$ cat src/fcu_pkg.sv
package fcu_pkg;

  // Register indices; the byte address on the bus is four times the index
  localparam logic [11:0] FCU_CMD_IDX    = 12'hFF8;
  localparam logic [11:0] FCU_PAGE_IDX   = 12'hFF9;
  localparam logic [11:0] FCU_OPT_IDX    = 12'hFF0;
  localparam int          FCU_ADDR_W     = 14;
  localparam logic [13:0] FCU_CMD_ADDR   = {FCU_CMD_IDX, 2'b00};
  localparam logic [13:0] FCU_PAGE_ADDR  = {FCU_PAGE_IDX, 2'b00};
  localparam logic [13:0] FCU_OPT_ADDR   = {FCU_OPT_IDX, 2'b00};

  // Command codes
  localparam logic [7:0] FCU_CMD_UNLOCK1 = 8'h73;
  localparam logic [7:0] FCU_CMD_UNLOCK2 = 8'h8C;
  localparam logic [7:0] FCU_CMD_PERASE  = 8'h95;
  localparam logic [7:0] FCU_CMD_MERASE  = 8'h63;
  localparam logic [7:0] FCU_CMD_GUARD   = 8'h5E;

  // Status codes, upper two bits always zero
  localparam logic [5:0] FCU_ST_LOCKED   = 6'h00;
  localparam logic [5:0] FCU_ST_UNLK1    = 6'h01;
  localparam logic [5:0] FCU_ST_UNLK2    = 6'h02;
  localparam logic [5:0] FCU_ST_UNLOCKED = 6'h03;
  localparam logic [5:0] FCU_ST_GUARD    = 6'h04;
  localparam logic [5:0] FCU_ST_PROG     = 6'h08;
  localparam logic [5:0] FCU_ST_PERASE   = 6'h10;
  localparam logic [5:0] FCU_ST_MERASE   = 6'h20;

  // Page select layout
  localparam int FCU_INFO_BIT   = 7;
  localparam int FCU_PAGE_W     = 7;
  localparam int FCU_PAGE_LSB   = 9;
  localparam int FCU_SECT_LSB   = 2;
  localparam logic [6:0] FCU_INFO_PAGE = 7'h7F;

  // Option register layout
  localparam int FCU_OPT_WP_BIT = 0;
  localparam int FCU_OPT_RP_BIT = 1;

  // Reset values
  localparam logic [7:0] FCU_PAGE_RST  = 8'h00;
  localparam logic [7:0] FCU_GUARD_RST = 8'h00;
  localparam logic [1:0] FCU_OPT_RST   = 2'h0;

  // Operation times
  localparam int FCU_CLK_MHZ       = 200;
  localparam int FCU_PROG_TIME_US  = 40;
  localparam int FCU_PERASE_TIME_US = 10000;
  localparam int FCU_MERASE_TIME_US = 200000;
  localparam int FCU_PROG_CYC      = FCU_PROG_TIME_US * FCU_CLK_MHZ;
  localparam int FCU_PERASE_CYC    = FCU_PERASE_TIME_US * FCU_CLK_MHZ;
  localparam int FCU_MERASE_CYC    = FCU_MERASE_TIME_US * FCU_CLK_MHZ;
  localparam int FCU_TMR_W         = 26;

  typedef enum logic [2:0] {
    FCU_LOCKED   = 3'b000,
    FCU_UNLK1    = 3'b001,
    FCU_UNLK2    = 3'b010,
    FCU_UNLOCKED = 3'b011,
    FCU_GUARD    = 3'b100,
    FCU_PROG     = 3'b101,
    FCU_PERASE   = 3'b110,
    FCU_MERASE   = 3'b111
  } fcu_state_type;

  typedef struct packed {
    logic [15:0] addr;
    logic [7:0]  data;
    logic        debug;
  } fcu_prog_req_type;

  typedef struct packed {
    logic        prog;
    logic        page_erase;
    logic        mass_erase;
    logic        info;
    logic [15:0] addr;
    logic [7:0]  data;
  } fcu_flash_type;

endpackage : fcu_pkg

$ cat src/fcu_op_timer.sv
`timescale 1ns/1ps
`default_nettype none
module fcu_op_timer (
  input  wire logic                         ref_clk,
  input  wire logic                         rst,
  input  wire logic                         start,
  input  wire logic [fcu_pkg::FCU_TMR_W-1:0] cycles,
  output logic                              done_q
);
  import fcu_pkg::*;

  logic [FCU_TMR_W-1:0] count_q;
  logic                 run_q;
  wire                  last = run_q && (count_q <= {{(FCU_TMR_W-1){1'b0}}, 1'b1});

  always_ff @(posedge ref_clk or posedge rst) begin
    if (rst) begin
      count_q <= '0;
      run_q   <= 1'b0;
      done_q  <= 1'b0;
    end else begin
      done_q <= last;
      if (start) begin
        count_q <= cycles;
        run_q   <= 1'b1;
      end else if (last) begin
        run_q <= 1'b0;
      end else if (run_q) begin
        count_q <= count_q - 1'b1;
      end
    end
  end

endmodule : fcu_op_timer
`default_nettype wire

$ cat src/fcu_ctrl.sv
// Notes on behaviour
// - Debug-port operations ignore the write-protect option bit.
// - Debug-port operations ignore set sector guard bits.
// - Debug-port program writes accepted at any address.
// - Debug-port writes may set and clear sector guard bits.
// - Debug unlock completes after 73h, 8Ch without page rewrite.
// - Debug page writes while unlocked keep the controller unlocked.
// - Command 63h erases whole array, debug only; status 10_0000.
// - Debug page erase and program refused when read-protect is on.
// - One address: writes hit command register, reads return status.
// - 73h then 8Ch unlock, status 01, 02, then 03 when unlocked.
// - 95h while unlocked erases selected page; status 01_0000.
// - Undefined or out-of-order command codes lock the controller when not busy.
// - Status always readable, top bits zero, 00 locked, 04 guard selected.
// - Byte program in progress reports status 00_1000.
// - Page field forms program address bits 15 to 9.
// - Page erase sets all bytes whose top 7 address bits match to FFh.
// - Info select bit maps information area at FE00h to FFFFh.
// - Guard selected hides page register at the shared address.
// - Guard register exposed only after command 5Eh.
// - User writes only set guard bits; zeros leave them unchanged.
// - Guard bit blocks user program and erase of its sector; reset zero.
// - Page erase completion returns the controller to locked.
// - User program writes outside the unlocked page are ignored.
// - Any command write other than 5Eh deselects the guard register.
`timescale 1ns/1ps
`default_nettype none
module fcu_ctrl #(
  parameter int PROG_CYCLES   = fcu_pkg::FCU_PROG_CYC,
  parameter int PERASE_CYCLES = fcu_pkg::FCU_PERASE_CYC,
  parameter int MERASE_CYCLES = fcu_pkg::FCU_MERASE_CYC
) (
  input  wire logic                       ref_clk,
  input  wire logic                       rst,
  input  wire logic [13:0]                avs_address,
  input  wire logic                       avs_read,
  input  wire logic                       avs_write,
  input  wire logic [31:0]                avs_writedata,
  input  wire logic [3:0]                 avs_byteenable,
  input  wire logic                       avs_debug,
  output logic [31:0]                     avs_readdata,
  output logic                            avs_waitrequest,
  input  wire logic                       prog_valid,
  input  wire fcu_pkg::fcu_prog_req_type  prog_req,
  output logic                            prog_ready,
  output fcu_pkg::fcu_flash_type          flash_ctl,
  output logic [5:0]                      flash_state_out
);
  import fcu_pkg::*;

  fcu_state_type    state_q, state_d;
  logic [7:0]       page_q, page_d;
  logic [7:0]       guard_q, guard_d;
  logic [1:0]       opt_q, opt_d;
  logic [31:0]      rdata_q;
  logic             wait_q;
  logic             ready_q;
  fcu_flash_type    flash_q, flash_d;
  logic [5:0]       status_q;
  logic             start_op;
  logic [FCU_TMR_W-1:0] op_cycles;
  logic             op_done;

  // Bus decode; one wait cycle, then the access completes
  wire req        = avs_read || avs_write;
  wire accept     = req && !wait_q;
  wire lane0      = avs_byteenable[0];
  wire hit_cmd    = avs_address == FCU_CMD_ADDR;
  wire hit_page   = avs_address == FCU_PAGE_ADDR;
  wire hit_opt    = avs_address == FCU_OPT_ADDR;
  wire [7:0] wbyte = avs_writedata[7:0];
  wire cmd_wr     = accept && avs_write && lane0 && hit_cmd;
  wire page_wr    = accept && avs_write && lane0 && hit_page;
  wire opt_wr     = accept && avs_write && lane0 && hit_opt;
  wire dbg        = avs_debug;
  wire busy       = state_q == FCU_PROG || state_q == FCU_PERASE
                 || state_q == FCU_MERASE;

  // Options and protection
  wire wp_opt     = opt_q[FCU_OPT_WP_BIT];
  wire rp_opt     = opt_q[FCU_OPT_RP_BIT];
  wire [2:0] erase_sect = page_q[FCU_SECT_LSB +: 3];
  wire erase_guarded = guard_q[erase_sect];
  wire perase_ok  = dbg ? !rp_opt : (!wp_opt && !erase_guarded);

  // Program request checks
  wire [6:0] req_page  = prog_req.addr[FCU_PAGE_LSB +: FCU_PAGE_W];
  wire [2:0] req_sect  = req_page[FCU_SECT_LSB +: 3];
  wire info_sel        = page_q[FCU_INFO_BIT];
  wire info_hit        = info_sel && (req_page == FCU_INFO_PAGE);
  wire page_match      = req_page == page_q[FCU_PAGE_W-1:0];
  wire prog_in_page    = prog_req.debug || page_match;
  wire prog_guard_ok   = prog_req.debug ? !rp_opt
                       : (!wp_opt && !guard_q[req_sect]);
  wire prog_take       = prog_valid && ready_q;
  wire prog_go         = prog_take && state_q == FCU_UNLOCKED
                       && prog_in_page && prog_guard_ok;

  // Next state
  always_comb begin
    state_d = state_q;
    if (busy) begin
      if (op_done) begin
        state_d = (state_q == FCU_PROG) ? FCU_UNLOCKED : FCU_LOCKED;
      end
    end else if (cmd_wr) begin
      state_d = FCU_LOCKED;
      unique case (wbyte)
        FCU_CMD_UNLOCK1: begin
          if (state_q == FCU_LOCKED) begin
            state_d = FCU_UNLK1;
          end
        end
        FCU_CMD_UNLOCK2: begin
          if (state_q == FCU_UNLK1) begin
            state_d = dbg ? FCU_UNLOCKED : FCU_UNLK2;
          end
        end
        FCU_CMD_PERASE: begin
          if (state_q == FCU_UNLOCKED && perase_ok) begin
            state_d = FCU_PERASE;
          end
        end
        FCU_CMD_MERASE: begin
          if (state_q == FCU_UNLOCKED && dbg) begin
            state_d = FCU_MERASE;
          end
        end
        FCU_CMD_GUARD: begin
          state_d = FCU_GUARD;
        end
        default: begin
          state_d = FCU_LOCKED;
        end
      endcase
    end else if (page_wr) begin
      unique case (state_q)
        FCU_UNLK1: begin
          state_d = FCU_LOCKED;
        end
        FCU_UNLK2: begin
          state_d = (wbyte == page_q) ? FCU_UNLOCKED : FCU_LOCKED;
        end
        FCU_UNLOCKED: begin
          state_d = dbg ? FCU_UNLOCKED : FCU_LOCKED;
        end
        default: begin
          state_d = state_q;
        end
      endcase
    end else if (prog_go) begin
      state_d = FCU_PROG;
    end
  end

  // Page and guard registers share one address
  always_comb begin
    page_d  = page_q;
    guard_d = guard_q;
    if (page_wr && !busy) begin
      if (state_q == FCU_GUARD) begin
        guard_d = dbg ? wbyte : (guard_q | wbyte);
      end else if (state_q == FCU_LOCKED
                || (state_q == FCU_UNLOCKED && dbg)) begin
        page_d = wbyte;
      end
    end
  end

  always_comb begin
    opt_d = opt_q;
    if (opt_wr) begin
      opt_d = wbyte[1:0];
    end
  end

  // Operation start and flash macro controls
  assign start_op = (state_d != state_q)
                 && (state_d == FCU_PROG || state_d == FCU_PERASE
                  || state_d == FCU_MERASE);

  always_comb begin
    op_cycles = FCU_TMR_W'(PROG_CYCLES);
    if (state_d == FCU_PERASE) begin
      op_cycles = FCU_TMR_W'(PERASE_CYCLES);
    end else if (state_d == FCU_MERASE) begin
      op_cycles = FCU_TMR_W'(MERASE_CYCLES);
    end
  end

  always_comb begin
    flash_d      = flash_q;
    flash_d.prog = 1'b0;
    if (start_op && state_d == FCU_PROG) begin
      flash_d.prog = 1'b1;
      flash_d.addr = prog_req.addr;
      flash_d.data = prog_req.data;
      flash_d.info = info_hit;
    end
    if (start_op && state_d == FCU_PERASE) begin
      // Every byte whose top address bits equal the page reads FFh after
      flash_d.addr = {page_q[FCU_PAGE_W-1:0], 9'h000};
      flash_d.info = info_sel && page_q[FCU_PAGE_W-1:0] == FCU_INFO_PAGE;
      flash_d.data = 8'hFF;
    end
    flash_d.page_erase = (state_d == FCU_PERASE);
    flash_d.mass_erase = (state_d == FCU_MERASE);
  end

  // Status encoding; low bits of busy codes stay zero
  logic [5:0] status_d;
  always_comb begin
    unique case (state_d)
      FCU_LOCKED:   status_d = FCU_ST_LOCKED;
      FCU_UNLK1:    status_d = FCU_ST_UNLK1;
      FCU_UNLK2:    status_d = FCU_ST_UNLK2;
      FCU_UNLOCKED: status_d = FCU_ST_UNLOCKED;
      FCU_GUARD:    status_d = FCU_ST_GUARD;
      FCU_PROG:     status_d = FCU_ST_PROG;
      FCU_PERASE:   status_d = FCU_ST_PERASE;
      FCU_MERASE:   status_d = FCU_ST_MERASE;
    endcase
  end

  // Read mux; page register hidden while the guard is selected
  wire [7:0] page_view = (state_q == FCU_GUARD) ? guard_q : page_q;
  wire [7:0] rd_byte   = hit_cmd  ? {2'b00, status_q} :
                         hit_page ? page_view :
                         hit_opt  ? {6'h00, opt_q} : 8'h00;

  always_ff @(posedge ref_clk or posedge rst) begin
    if (rst) begin
      state_q  <= FCU_LOCKED;
      page_q   <= FCU_PAGE_RST;
      guard_q  <= FCU_GUARD_RST;
      opt_q    <= FCU_OPT_RST;
      status_q <= FCU_ST_LOCKED;
      flash_q  <= '0;
    end else begin
      state_q  <= state_d;
      page_q   <= page_d;
      guard_q  <= guard_d;
      opt_q    <= opt_d;
      status_q <= status_d;
      flash_q  <= flash_d;
    end
  end

  always_ff @(posedge ref_clk or posedge rst) begin
    if (rst) begin
      wait_q  <= 1'b1;
      rdata_q <= 32'h0000_0000;
      ready_q <= 1'b0;
    end else begin
      wait_q  <= !(req && wait_q);
      ready_q <= !(state_d == FCU_PROG || state_d == FCU_PERASE
                || state_d == FCU_MERASE) && !start_op && !prog_take;
      if (req && wait_q) begin
        rdata_q <= {24'h00_0000, rd_byte};
      end
    end
  end

  fcu_op_timer fcu_op_timer_i (
    .ref_clk (ref_clk),
    .rst     (rst),
    .start   (start_op),
    .cycles  (op_cycles),
    .done_q  (op_done)
  );

  assign avs_readdata    = rdata_q;
  assign avs_waitrequest = wait_q;
  assign prog_ready      = ready_q;
  assign flash_ctl       = flash_q;
  assign flash_state_out = status_q;

endmodule : fcu_ctrl
`default_nettype wire

$ cat config.mk
export PLATFORM = sky130hd
export DESIGN_NAME = fcu_ctrl
export DESIGN_NICKNAME = d
export VERILOG_FILES = /design/src/fcu_pkg.sv /design/src/fcu_op_timer.sv /design/src/fcu_ctrl.sv
export SDC_FILE = /design/constraint.sdc
export NUM_CORES = 1
export LEC_CHECK = 0
export BUFFER_PORTS_ARGS = -buffer_cell sky130_fd_sc_hd__buf_2
export CAP_MARGIN = 20
export CORE_MARGIN = 8
export CORE_UTILIZATION = 45
export DETAILED_ROUTE_END_ITERATION = 6
export GPL_TIMING_DRIVEN = 0
export PLACE_DENSITY = 0.69
export SYNTH_ARGS = -nofsm -noshare
export SYNTH_HDL_FRONTEND = slang
export SYNTH_SLANG_ARGS = --single-unit
$ cat constraint.sdc
create_clock -name ref_clk -period 4.4 [get_ports ref_clk]
set_input_delay 0.44 -clock ref_clk [delete_from_list [all_inputs] [get_ports ref_clk]]
set_output_delay 0.44 -clock ref_clk [all_outputs]
set_load 0.1 [all_outputs]
==> reports/results.ini <==
[status]
outcome=finished, final reports clean

[power_and_ir_drop]
vdd_drop_max_mv=0.184
p_leak_nw=3.16
p_per_area_nw_per_um2=279

[sta]
setup_slack_ns=1.09
min_period_ns=3.31
finalSetupViolations=0
finalSetupTns_ns=0
period_share_pct=75.2
skew_ns=0.0127
rsz0062_at_grt=no
final_max_slew_viol_count=0
timing.fmax_mhz=302
tightest_slew_ns=0.668
hold_viol_final=0
fin_hold_ws_ns=0.0948
max_slew_margin_pct=55.1

[critical_path]
crit_fanout=10
slowest_delay_ns=0.53
path_cells=buf_2 -> nand4b_1 -> nor4_1 -> a221oi_1 -> nor4_2 -> o21ai_0 -> o2111ai_1 -> nand4_2 -> nand2_4 -> buf_6 -> mux2_4
reg2regPathDepth=11
crit_start=state_q[1]
worstSetupEndpointType=register
required_ns=4.62
cp.arrival_ns=3.53
r2r_slack_ns=1.09
path_class=reg -> reg
startpoint_type=register
cpMaxStageDelayCell=nor4_1
crit-reg2reg-launch=state_q[1]
setup.worst_path.end=flash_ctl[18]
rr_endpoint=flash_ctl[18]

[cts]
cts_buffer_depth=2
numCtsBuffers=9
clock_latency_ns=0.35
ctsHoldBuffers=0
clock_sinks=91
ctsResizeCount=0
cts_setup_buffers=0
h-tree-depth=3
cts_tree=yes
clkTransAtPathRegs_ns=0.07
cts_root_buf=clkbuf_16

[cells_and_area]
n_antenna_cell=0
nNetsFinal=778
final_core_util_pct=54.3
drive_gt1_share_pct=26.7
final_cell_area_um2=6410
fillers=1114
area_growth_pct=19.6

[placement]
post-place-ws_ns=0.891
place_congestion=0.891
portBuffers=94
dp_hpwl_mm=10.9
placed_cell_area_um2=6130

[routing]
dr.pass1.iters=4
drc=0
drtIter0Drc=303
wl_mm=14.3
viasPerCell=5.46
ant_nets=0
post_drt_wl_per_cell_um=16.9
num_vias=4621

[die]
fp-row-count=40
num_io_pins=149
die_x_um=125
die_h_um=125
die_area_um2=15700
start_util_pct=45.4
core_area_um2=11800

[global_routing]
antenna_found_initial=0
grt_use_total_pct=18.6
grt_pass1_wl_mm=23.8
overflow=0
grt_max_degree=61
grt_pass1_vias=4853

[synthesis]
yosysTopAreaCell=dfrtp_1
async_flop_share_pct=100
syn-instance-count=566
synth_edf_count=0
synth_area_leaders=dfrtp_1, mux2_2, nand2_1
ys_types=67
syn_area_per_cell_um2=9.48
synth_seq_cells=91
yosysWarnings=0
netlist.area_leader.share_pct=42.0
ys_seq_area_share_pct=42.5
syn-cell-area_um2=5360
synthFlopType=dfrtp_1

[min_path]
min_path_type=in -> async

[job]
maxCapViolations=0

-- through the flow --
stage               instances  power [mW]
finish                    847        1.79
global placement          830        1.06
global route              847        1.86
floorplan                 589        1.02
CTS                       847        1.82
detailed placement        831        1.07
-- layout make-up --
cell class                 count  area (um2)  share of cell area [%]
inverter                      19        73.8                    1.15
clock inverter                 5        36.3                   0.566
buffer                        51         314                    4.90
timing repair buffer          95         498                    7.76
tap                          147         184                    2.87
sequential                    91        2280                    35.5
clock buffer                  11         243                    3.78
multi-input combinational    428        2790                    43.4
-- worst min path at each step --
stage	startpoint	endpoint	cells after the start
after floorplan	fcu_op_timer_i.run_q	fcu_op_timer_i.done_q	2
after global placement	prog_ready	prog_ready	1
after detailed placement	prog_ready	prog_ready	1
after CTS	rst	prog_ready	2
after global routing	rst	prog_ready	2
final	rst	state_q[1]	2
-- cells in the final DEF, fill, tap and decap left out, types with 4 or more instances in the layout --
master,count
clkbuf_16,9
dfrtp_1,90
nor3b_1,4
mux2i_1,16
nand3_1,20
buf_2,96
nand2_1,65
mux2_2,22
o211a_1,7
nor4b_1,4
xor2_1,14
or4_1,4
o21ai_0,30
and2_1,7
nor4_1,13
buf_4,26
and3_1,8
nand4_1,9
nand3b_1,6
a211oi_1,5
nor3_1,12
xnor2_1,14
nor2_1,53
inv_1,15
clkbuf_1,19
o22ai_1,4
a22o_1,12
conb_1,24
a21oi_1,15
or3_1,4
-- cell usage after synthesis, drive strengths merged, types with 5 or more instances --
cell	n
xor2	14
nor4	14
nand4	11
nand3	20
inv	19
buf	33
nor2	54
nor3	12
a21oi	15
mux2i	16
a211oi	5
mux2	24
and2	7
xnor2	14
a22o	12
o211a	7
o21ai	30
dfrtp	90
and3	8
clkbuf	18
nand2	67
nand3b	6
-- worst max-delay path: cells and delay by family, from the launching register on --
family | cells | cell delay (ns)
flip-flops | 1 | 0.32
AO/OA/AOI/OAI | 3 | 0.58
AND/OR/NAND/NOR | 5 | 1.60
multiplexers | 1 | 0.31
buffers and inverters | 2 | 0.38
-- where the power goes --
part	internal [mW]	switching [mW]	leakage, nW	total (mW)
sequential	0.839	0.00161	1.18	0.840
clock	0.400	0.338	0.128	0.738
combinational	0.0511	0.160	1.85	0.211
total	1.29	0.500	3.16	1.79
-- cell families (layout without fill, tap and decap cells) --
logic type	after synthesis	count (layout)	synth area share [%]
buffers and inverters	70	181	7.18
xor gates and xnor gates	28	28	4.57
AOI/OAI and AO/OA	98	98	13.1
muxes	43	43	9.42
DFF	91	91	42.5
other	1	24	0.0699
adders and majority gates	2	2	0.466
and+or+nand+nor	233	233	22.7
-- routing by layer --
metal,GRT usage [%],routed length [um],share of wire [%],vias up
met5,0,0,0,-
met4,8.17,328,2.3,0
li1,-,-,-,2233
met3,4.84,752,5.2,27
met1,21.1,5840,41,2241
met2,32.5,7410,52,120
-- flip-flops by register name, indices dropped and copies added (netlist names) --
register	cells
guard_q	8
page_q	8
state_q	3
flash_state_out	5
flash_ctl	27
fcu_op_timer_i.count_q	26
opt_q	2
prog_ready	1
avs_readdata	8
fcu_op_timer_i.run_q	1
avs_waitrequest	1
fcu_op_timer_i.done_q	1
No activity file was read; power rests on OpenSTA's default activity.
